<file path="config.mk">
export PLATFORM = sky130hd
export DESIGN_NAME = pmpc_entry_match
export DESIGN_NICKNAME = d
export VERILOG_FILES = /design/src/core/pmpc_entry_match.v
export VERILOG_INCLUDE_DIRS = /design/src /design/src/core
export SDC_FILE = /design/constraint.sdc
export NUM_CORES = 1
export LEC_CHECK = 0
export ABC_AREA = 1
export BUFFER_PORTS_ARGS = -buffer_cell sky130_fd_sc_hd__buf_2
export CAP_MARGIN = 20
export CORE_MARGIN = 5
export CORE_UTILIZATION = 40
export DETAILED_ROUTE_END_ITERATION = 8
export GPL_ROUTABILITY_DRIVEN = 0
export SYNTH_ARGS = -nofsm -noshare
export SYNTH_HDL_FRONTEND = slang
export SYNTH_SLANG_ARGS = --single-unit
</file>
<file path="constraint.sdc">
create_clock -name vclk -period 4.8
set_input_delay 0.24 -clock vclk [all_inputs]
set_output_delay 0.24 -clock vclk [all_outputs]
set_load 0.01 [all_outputs]
</file>
<file path="src/core/pmpc_map.vh">
/*
 * Constants for the memory protection checker: entry count, grain, configuration
 * field positions, matching modes, privilege codes, access types and register
 * index map. Assumes a hart with a 32-bit register width and 34-bit physical addresses.
 */
`ifndef PMPC_MAP_VH
`define PMPC_MAP_VH

// Entries implemented (lowest-numbered first) and platform grain G
`define PMPC_NUM_ENTRIES 16
`define PMPC_NUM_CFG_CSRS 4
`define PMPC_G 2
// Address bits forced to one (power-of-two mode) and to zero (off or top-of-range)
`define PMPC_POWER_OF_TWO_ALIGNED_MODE_ONES ((32'h1 << (`PMPC_G - 1)) - 32'h1)
`define PMPC_TOR_ZEROS ((32'h1 << `PMPC_G) - 32'h1)

// Configuration byte layout
`define PMPC_CFG_R 0
`define PMPC_CFG_W 1
`define PMPC_CFG_X 2
`define PMPC_CFG_A_LO 3
`define PMPC_CFG_A_HI 4
`define PMPC_CFG_L 7
`define PMPC_CFG_RESET 8'h00
`define PMPC_ADDR_RESET 32'h0000_0000

// Matching modes
`define PMPC_MODE_OFF 2'h0
`define PMPC_MODE_TOR 2'h1
`define PMPC_MODE_NA4 2'h2
`define PMPC_MODE_POWER_OF_TWO_ALIGNED_MODE 2'h3

// Privilege codes
`define PMPC_PRIV_U 2'h0
`define PMPC_PRIV_S 2'h1
`define PMPC_PRIV_M 2'h3

// Access types and fault vector bits
`define PMPC_ACC_FETCH 2'h0
`define PMPC_ACC_LOAD 2'h1
`define PMPC_ACC_STORE 2'h2
`define PMPC_FAULT_INSTR 0
`define PMPC_FAULT_LOAD 1
`define PMPC_FAULT_STORE 2

// Register index map on the control port
`define PMPC_CFG_BASE 7'h00
`define PMPC_CFG_SPAN 7'h10
`define PMPC_ADDR_BASE 7'h40
`define PMPC_ADDR_SPAN 7'h40

`endif

</file>
<file path="src/core/pmpc_entry_match.v">
/*
 * Address matcher of one protection entry: tells whether an access touches any
 * byte of the entry's region and whether the region covers all its bytes.
 * Purely combinational; assumes the access range does not wrap past the top.
 */
`timescale 1ns/10ps
`default_nettype none
`include "pmpc_map.vh"

module pmpc_entry_match (
  // Entry setting
  input wire [1:0] mode_i,
  input wire [31:0] addr_cur_i,
  input wire [31:0] addr_prev_i,
  // Access byte range
  input wire [33:0] acc_lo_i,
  input wire [33:0] acc_hi_i,
  // Result
  output reg any_o,
  output reg all_o
);

  wire [31:0] power_of_two_aligned_mode_word;
  wire [31:0] power_of_two_aligned_mode_mask;
  wire [31:0] power_of_two_aligned_mode_base;
  wire [33:0] reg_lo;
  wire [33:0] reg_hi;
  wire [31:0] tor_bot;
  wire [31:0] tor_top;
  wire [33:0] tor_lo;
  wire [33:0] tor_hi;

  // Grain forces low bits to one; trailing ones give the size
  assign power_of_two_aligned_mode_word = addr_cur_i | `PMPC_POWER_OF_TWO_ALIGNED_MODE_ONES;
  assign power_of_two_aligned_mode_mask = (mode_i == `PMPC_MODE_NA4) ? 32'h0 : (power_of_two_aligned_mode_word ^ (power_of_two_aligned_mode_word + 32'h1));
  assign power_of_two_aligned_mode_base = power_of_two_aligned_mode_word & ~power_of_two_aligned_mode_mask;
  // Zero extension to the physical width
  assign reg_lo = {power_of_two_aligned_mode_base, 2'h0};
  assign reg_hi = {power_of_two_aligned_mode_base | power_of_two_aligned_mode_mask, 2'h3};
  // Low grain bits play no part in range bounds
  assign tor_bot = addr_prev_i & ~`PMPC_TOR_ZEROS;
  assign tor_top = addr_cur_i & ~`PMPC_TOR_ZEROS;
  assign tor_lo = {tor_bot, 2'h0};
  assign tor_hi = {tor_top, 2'h0};

  always @* begin
    any_o = 1'b0;
    all_o = 1'b0;
    case (mode_i)
      `PMPC_MODE_TOR: begin
        // Empty or inverted range matches nothing
        if (tor_bot < tor_top) begin
          any_o = (acc_hi_i >= tor_lo) && (acc_lo_i < tor_hi);
          all_o = (acc_lo_i >= tor_lo) && (acc_hi_i < tor_hi);
        end
      end
      `PMPC_MODE_NA4, `PMPC_MODE_POWER_OF_TWO_ALIGNED_MODE: begin
        any_o = (acc_hi_i >= reg_lo) && (acc_lo_i <= reg_hi);
        all_o = (acc_lo_i >= reg_lo) && (acc_hi_i <= reg_hi);
      end
      default: begin
        // Disabled entry
        any_o = 1'b0;
        all_o = 1'b0;
      end
    endcase
  end

endmodule // pmpc_entry_match
`default_nettype wire

</file>
==> Yosys cells after proc, flatten, opt, wreduce, memory -nomap -nowiden <==
Index checks and enable logic that the tools add are counted.
{ "word_totals": {"mem_count": 0, "input_bits": 134, "regBits": 0, "ramBits": 0, "rom_bits": 0, "out_inout_bits": 2, "word_cells": 27, "latchBits": 0} }
{ "op_classes": {"n_eq_ne": 3, "mux": 5, "shift": 0, "n_reduce_logical": 5, "n_mul": 0, "addsub": 1, "n_bitwise": 4, "magnitude_cmp": 9, "div": 0} }
{ "op_table": {"columns": ["op", "count"], "rows": [
  ["34-bit greater-or-equal comparator", 4],
  ["34-bit less-or-equal comparator", 2],
  ["34-bit < comparator", 2],
  ["32-bit by 1-bit adder with 32-bit output (second input constant)", 1],
  ["32-bit AND", 1],
  ["32-bit < comparator", 1],
  ["32-bit two-way mux", 1],
  ["32-bit NOT", 1],
  ["32-bit bitwise OR", 1],
  ["32-bit XOR", 1],
  ["2-bit equality test (second input constant)", 2],
  ["1-bit logical AND", 4],
  ["1-bit one-hot mux with 2 select lines", 2],
  ["2-bit by 1-bit equality test with 1-bit output (second input constant)", 1],
  ["1-bit two-way mux", 2],
  ["2-bit OR reduction", 1]
]} }

==> Depth between registers and ports, before layout <==
Gate-level depths: netlist of the first run.
{ "depth": {"word_depth": 9, "depth_mapped": 23, "depth_no_buf": 23} }

==> Worst setup path after synthesis of the first run <==
Ideal clock, no wire load.
{ "synth_path": {"kind": "in2out", "startpoint": "input addr_cur_i[1]", "endpoint": "output all_o", "path_buffers": 0, "required_ns": 4.560, "path_stages": 20, "arrival_ns": 2.598, "slack_ns": 1.962, "path_cell_list": "ha_1 inv_1 nor2_2 nand2_2 nor2_4 nand3_4 nor3_1 nand2_1 o21ai_0 ha_1 nand2_1 inv_1 o21ai_0 o211ai_1 a21oi_1 nand3_1 nand2_1 inv_1 nand2_1 nand2_1"} }
{ "synth_between": {"elab_chain_len": 9, "elab_cells_between_ends": 10, "classes_between": "1 x add/sub; 2 x order compare; 2 x mux; 4 x bitwise; 1 x reduce/logical"} }
{ "synth_lines": {"columns": ["item", "line_no", "source"], "rows": [
  ["from (decl)", "pmpc_entry_match.v:13", "input wire [31:0] addr_cur_i,"],
  ["32-bit by 1-bit adder with 32-bit output", "pmpc_entry_match.v:35", "assign power_of_two_aligned_mode_mask = (mode_i == `PMPC_MODE_NA4) ? 32'h0 : (power_of_two_aligned_mode_word ^ ..."],
  ["32-bit XOR", "pmpc_entry_match.v:35", null],
  ["32-bit two-way mux", "pmpc_entry_match.v:35", null],
  ["32-bit NOT", "pmpc_entry_match.v:36", "assign power_of_two_aligned_mode_base = power_of_two_aligned_mode_word & ~power_of_two_aligned_mode_mask;"],
  ["32-bit AND", "pmpc_entry_match.v:36", null],
  ["32-bit bitwise OR", "pmpc_entry_match.v:39", "assign reg_hi = {power_of_two_aligned_mode_base | power_of_two_aligned_mode_mask, 2'h3};"],
  ["34-bit less-or-equal comparator", "pmpc_entry_match.v:59", "all_o = (acc_lo_i >= reg_lo) && (acc_hi_i <= reg_hi);"],
  ["1-bit logical AND *", "pmpc_entry_match.v:59", null],
  ["1-bit one-hot mux with 2 select lines *", "pmpc_entry_match.v:49", "case (mode_i)"],
  ["to (decl)", "pmpc_entry_match.v:20", "output reg all_o"]
]} }
Every way passes the cells marked *; elsewhere a longest branch is shown, timed or not.

==> Worst setup path in the final report of the first run <==
{ "layout_path": {"startpoint": "input addr_cur_i[2]", "endpoint": "output all_o"} }
{ "layout_between": {"elab_chain_len": 9, "elab_cells_between_ends": 14, "classes_between": "1 x add/sub; 4 x order compare; 3 x mux; 4 x bitwise; 2 x reduce/logical"} }
{ "layout_lines": {"columns": ["item", "line_no"], "rows": [
  ["32-bit by 1-bit adder with 32-bit output", "pmpc_entry_match.v:35"],
  ["32-bit XOR", "pmpc_entry_match.v:35"],
  ["32-bit two-way mux", "pmpc_entry_match.v:35"],
  ["32-bit NOT", "pmpc_entry_match.v:36"],
  ["32-bit AND", "pmpc_entry_match.v:36"],
  ["32-bit bitwise OR", "pmpc_entry_match.v:39"],
  ["34-bit less-or-equal comparator", "pmpc_entry_match.v:59"],
  ["1-bit logical AND", "pmpc_entry_match.v:59"],
  ["1-bit one-hot mux with 2 select lines *", "pmpc_entry_match.v:49"]
]} }
Marks and branches as above.

==> run summary, run 1 <==
Crit path kind - in2out
Vias - 8064
Top-area cell type share of the netlist area - 0.4358
Hold_ws - 1046 ps
WL final - 24780 um
Final setup margin - 843.1 ps
Worst IR Drop VDD - 0.03840 mV
Layout cells sized above 1 - 0.1339
Io pins - 136
Hold Violations, Final - 0
Critical Path RT - 4560 ps
Hpwl dp - 22460 um
Psw - 0.4426 mW
Drt first pass iters - 5
Postcts setup bufs - 0
Number of endpoints failing setup at the final stage - 0
Sw Share - 0.6212
Crit-path max FO - 8
Leakage - 4.720 nW
Antenna cells - 0
Top cell type by total area after synthesis - ha_1
Max frequency - 252.7 MHz
Layout net count - 1669
Ys Warns - 0
Outcome - complete, no violations
Slew Viols, Final - 0
Post-route ant nets - 0
Mapped Area - 7350 um2
Initial drt markers - 584
Most common cell after layout, fill and taps aside - nand2_1
Row cnt - 49
Resize count post-CTS - 0
DRC viols - 0
Initial antenna violation count - 0
Reg area - 0 um2
Register area share after synthesis - 0
Max Cap Violations - 0
RSZ-0062 raised after global routing - no
Min Tclk post-route - 3957 ps
Syn_area_per_cell - 6.419 um2
Arrival time at the worst endpoint - 3720 ps
Die H - 145.6 um
CP Launch Type - input port
Final Instance Area - 8294 um2
Power share of the clock group - 0
Clkbuf count - 0
Synth Instances - 1145
Total power - 0.7124 mW
Dpl ws - 912.0 ps
DIE AREA - 21180 um2
Sequential cell count - 0
Cell area after placement - 8294 um2
DR WL/cell - 16.46 um
Logic pwr share - 1.000
Final period utilization - 0.8244
Worst Tran Pin Value - 633.8 ps
Fillers - 1999
Slew headroom - 0.5735
Area Overhead vs Synth - 12.85%
Top cells by area, synth - ha_1 (44%), nand2_1 (14%), a21oi_1 (8.7%)
Worst setup EP type - output pin
Vias per Instance - 5.355
Seq pwr share - 0
Vias in the first global route - 7749
All-Layer GR Usage - 0.2268
Grt total ovfl - 0
Post-CTS Hold Buffers - 0
First-pass GRT wire length - 40060 um
Largest net degree at the start of global routing - 11
Final TNS setup - 0 ps
Buffers on Ports - 133
Total power divided by cell area - 85.89 nW/um2
Unique masters post-synth - 37
Commonest cells after routing, fill and taps aside - nand2_1 (268), ha_1 (256), inv_1 (150), buf_2 (133), a21oi_1 (128)
Syn Nets - 1535
Starting density of the core - 0.4077
Worst min-delay path class - in2out
Core Footprint - 18020 um2
Internal power - 0.2698 mW
Chip width - 145.6 um
[power by group through the flow]
| stage | Clock (mW) | Combinational, mW | Sequential [mW] |
|---|---|---|---|
| floorplan | 0 | 0.448 | 0 |
| global placement | 0 | 0.694 | 0 |
| detailed placement | 0 | 0.704 | 0 |
| CTS | 0 | 0.709 | 0 |
| global route | 0 | 0.829 | 0 |
| finish | 0 | 0.712 | 0 |
[synthesized netlist by cell type (all sizes together), types with 8 or more instances]
library cell / instances
a21oi: 129
nor4: 8
inv: 153
o21bai: 9
nor2: 98
o21ai: 40
o211ai: 11
nand2: 280
nor3: 21
ha: 256
nand3: 61
nand4: 38
[layer usage]
metal / track usage / routed length [um] / share of wire / up-vias
li1: - / - / - / 4272
met1: 0.3346 / 12330 / 0.50 / 3559
met2: 0.3706 / 10790 / 0.44 / 213
met3: 0.01464 / 1280 / 0.052 / 20
met4: 0.03172 / 384 / 0.015 / 0
met5: 0 / 0 / 0 / -
[cell families (layout without fill, tap and decap cells)]
family	count (synthesis)	count (layout)	share of synthesized area
simple gates	517	517	0.3190
fa+ha+maj	256	256	0.4358
compound gates	217	217	0.1655
buf+inv	155	287	0.07967
[worst paths after layout]
path                     startpoint    end  slack, ps  depth (start not counted)
worst max-delay path  addr_cur_i[2]  all_o        840                         22
worst min-delay path      mode_i[1]  any_o       1050                          6
[cell type report]
class	instances	area, um2	share of cell area
multi-input combinational	990	6764	0.8155
inverter	154	578.1	0.06969
timing repair buffer	133	665.6	0.08025
tap	229	286.5	0.03455
[worst max-delay path, stage by stage]
cell and delay (ps):
buf_2 170, ha_1 210, inv_1 70, nor2_2 110
nand2_2 90, nor2_4 260, nand3_4 180, nor3_1 470
nand2_1 210, o21ai_0 290, ha_1 300, nand2_1 70
inv_1 30, o21ai_0 150, o211ai_1 120, a21oi_1 190
nand3_1 100, nand2_1 70, inv_1 50, nand2_1 60
nand2_1 90, buf_2 160
[per-stage QoR]
step             util  instances
6_report       0.4602       1506
5_1_grt        0.4602       1506
4_1_cts        0.4602       1506
3_5_place_dp   0.4602       1506
3_3_place_gp   0.4602       1506
2_1_floorplan       -       1145
(Power assumes the default switching activity.)
==> run 2: changes to the inputs <==
ABC_AREA = 0   (was 1)
clock period = 4 ns   (was 4.8 ns; I/O delays follow)
==> run 2 against run 1 <==
Routed wire length up 1.3%. Area after synthesis down 6.1%. Final cell count down 14%. Design area down 0.32%. Clock-buffer cell count unchanged. Worst setup slack worse by 730 ps. Critical path depth down 5. Combinational power up 20%. Critical endpoint is now any_o.
==> run summary, run 2 <==
Most common cell after layout, fill and taps aside - ha_1
Register area share after synthesis - 0 (unchanged)
Hold_ws - 1043 ps (-3.290 ps)
Hpwl dp - 22340 um (-0.52%)
Area taken by multi-input logic gates - 6765 um2 (about the same)
Most frequent cell after synthesis - ha_1
Worst Tran Pin Value - 809.8 ps (+175.9 ps)
Vias in the first global route - 7362 (-5.0%)
DRC viols - 0 (unchanged)
Worst min-delay path class - in2out
Hold Violations, Final - 0 (unchanged)
DIE AREA - 19980 um2 (-5.7%)
Final period utilization - 0.9721
Drt first pass iters - 5 (unchanged)
Slew headroom - 0.4462 (-0.1273)
Slew Viols, Final - 0 (unchanged)
Synth Instances - 907 (-21%)
Area Overhead vs Synth - 19.78%
Max stage delay on crit path - 510 ps (+40 ps)
Vias per Instance - 5.901 (+10%)
Grt total ovfl - 0 (unchanged)
Routing usage on met3 - 0.02123 (+0.006596)
Layout cells sized above 1 - 0.1938 (+0.05991)
Buffers on Ports - 133 (unchanged)
Worst setup EP type - output pin
Initial drt markers - 648 (+11%)
Final TNS setup - 0 ps (unchanged)
Post-CTS Hold Buffers - 0 (unchanged)
Layout net count - 1460 (-13%)
Antenna cells - 0 (unchanged)
Commonest cells after routing, fill and taps aside - ha_1 (254), buf_2 (130), nand2_1 (80), a21oi_1 (80), inv_1 (70)
Max frequency - 257.2 MHz
WL final - 25100 um (+1.3%)
Outcome - complete, no violations
Met2 usage - 0.4068 (+0.03620)
Leakage - 4.258 nW (-9.8%)
Unique masters post-synth - 62 (+68%)
Crit path kind - in2out
Critical Path RT - 3800 ps (-760 ps)
Chip width - 141.4 um (-2.9%)
Row cnt - 48 (-2.0%)
Critical path's most frequent cell - nor4_4
Total power divided by cell area - 103.5 nW/um2 (+21%)
Initial antenna violation count - 0 (unchanged)
Top cells by area, synth - ha_1 (46%), a21oi_1 (5.9%), nand2_1 (4.4%)
Syn Nets - 1297 (-16%)
Max Cap Violations - 0 (unchanged)
Clkbuf count - 0 (unchanged)
Min Tclk post-route - 3889 ps
DR WL/cell - 19.42 um (+18%)
Die H - 141.4 um (-2.9%)
Starting density of the core - 0.4033 (-0.004457)
Post-route ant nets - 0 (unchanged)
Largest net degree at the start of global routing - 10 (-1)
Ys Warns - 0 (unchanged)
Vias - 7630 (-5.4%)
Number of endpoints failing setup at the final stage - 0 (unchanged)
Arrival time at the worst endpoint - 3690 ps (-30 ps)
Worst IR Drop VDD - 0.05678 mV (+48%)
Mapped Area - 6903 um2 (-6.1%)
Core Footprint - 17120 um2 (-5.0%)
Reg area - 0 um2 (unchanged)
Top cell type by total area after synthesis - ha_1
GRT met1 Usage - 0.3253 (-0.009304)
First-pass GRT wire length - 38700 um (-3.4%)
Top-area cell type share of the netlist area - 0.4640 (+0.02820)
Critical path, cell by cell - buf_6 -> nand4_1 -> nor4_4 -> nand3_2 -> nor4_4 -> buf_4 -> a41o_1 -> ha_4 -> nand3_4 -> or3_4 -> or4b_4 -> a21oi_4 -> nor4_4 -> a311o_1 -> a211oi_2 -> a211o_1 -> buf_2
Crit-path max FO - 4 (-4)
Gr busiest metal - met2
Syn_area_per_cell - 7.611 um2 (+19%)
Sequential cell count - 0 (unchanged)
CP Launch Type - input port
Fillers - 1760 (-12%)
All-Layer GR Usage - 0.2384 (+0.01161)
Total power - 0.8560 mW (+20%)
Io pins - 136 (unchanged)
Synth cell count leaders - ha_1 (256), a21oi_1 (81), nand2_1 (81)
Crit path max-delay cell type - or4b_4
-- run 2: cell types whose count changed in the layout (fill, tap and decap cells not counted), sizes merged, moves of 37 or more --
cell and change:
nand3 -37, inv -82, nand2 -199, a21oi -47
nor2 -46
-- run 2: repair_timing --
action                                  CTS  global route
hold endpoints to repair                  0             0
gates resized for setup                   1            33
pin swaps                                 2            14
endpoints found under the setup margin    1             2
setup buffers                             1             3
gates cloned                              0             0
-- run 2: final timing paths --
| check | to | slack, ps | from | cells past startpoint |
|---|---|---|---|---|
| hold / removal | all_o | 1040 | mode_i[1] | 5 |
| setup / recovery | any_o | 110 | addr_cur_i[12] | 17 |
-- run 2: final cells by class --
type	count	share of cell area
multi-input cells	828	0.8183
repair buffers	169	0.1155
well taps	225	0.03405
inverters	71	0.03223
-- run 2: cell families (layout without fill, tap and decap cells) --
logic type,after synthesis,in the layout,share of synthesized area
xor gates and xnor gates,16,16,0.02030
adders and majority gates,260,260,0.4700
buffers and inverters,79,240,0.04477
and+or+nand+nor,281,281,0.2110
AOI/OAI and AO/OA,271,271,0.2539
-- run 2: routing by layer --
metal | share of wire | up-vias
li1 | - | 3852
met1 | 0.45 | 3489
met2 | 0.45 | 247
met3 | 0.063 | 42
met4 | 0.029 | 0
met5 | 0 | -
-- run 2: per-stage QoR --
step / cells / utilization / cell area, um2 / setup WS (ps)
floorplan: 907 / - / 6903 / 338.8
global route: 1293 / 0.4830 / 8268 / -30.38
CTS: 1290 / 0.4710 / 8061 / 8.709
finish: 1293 / 0.4830 / 8268 / 111.4
detailed placement: 1289 / 0.4702 / 8048 / -89.04
global placement: 1289 / 0.4702 / 8048 / -52.97
-- run 2: critical path, delay by kind of cell --
kind | cells | cell delay (ps)
buf+inv | 3 | 390
fa+ha+maj | 1 | 150
simple gates | 8 | 1960
compound gates | 5 | 980
-- run 2: report_power, final --
part / internal, mW / switching, mW
clock network: 0 / 0
logic: 0.356 / 0.500
registers: 0 / 0
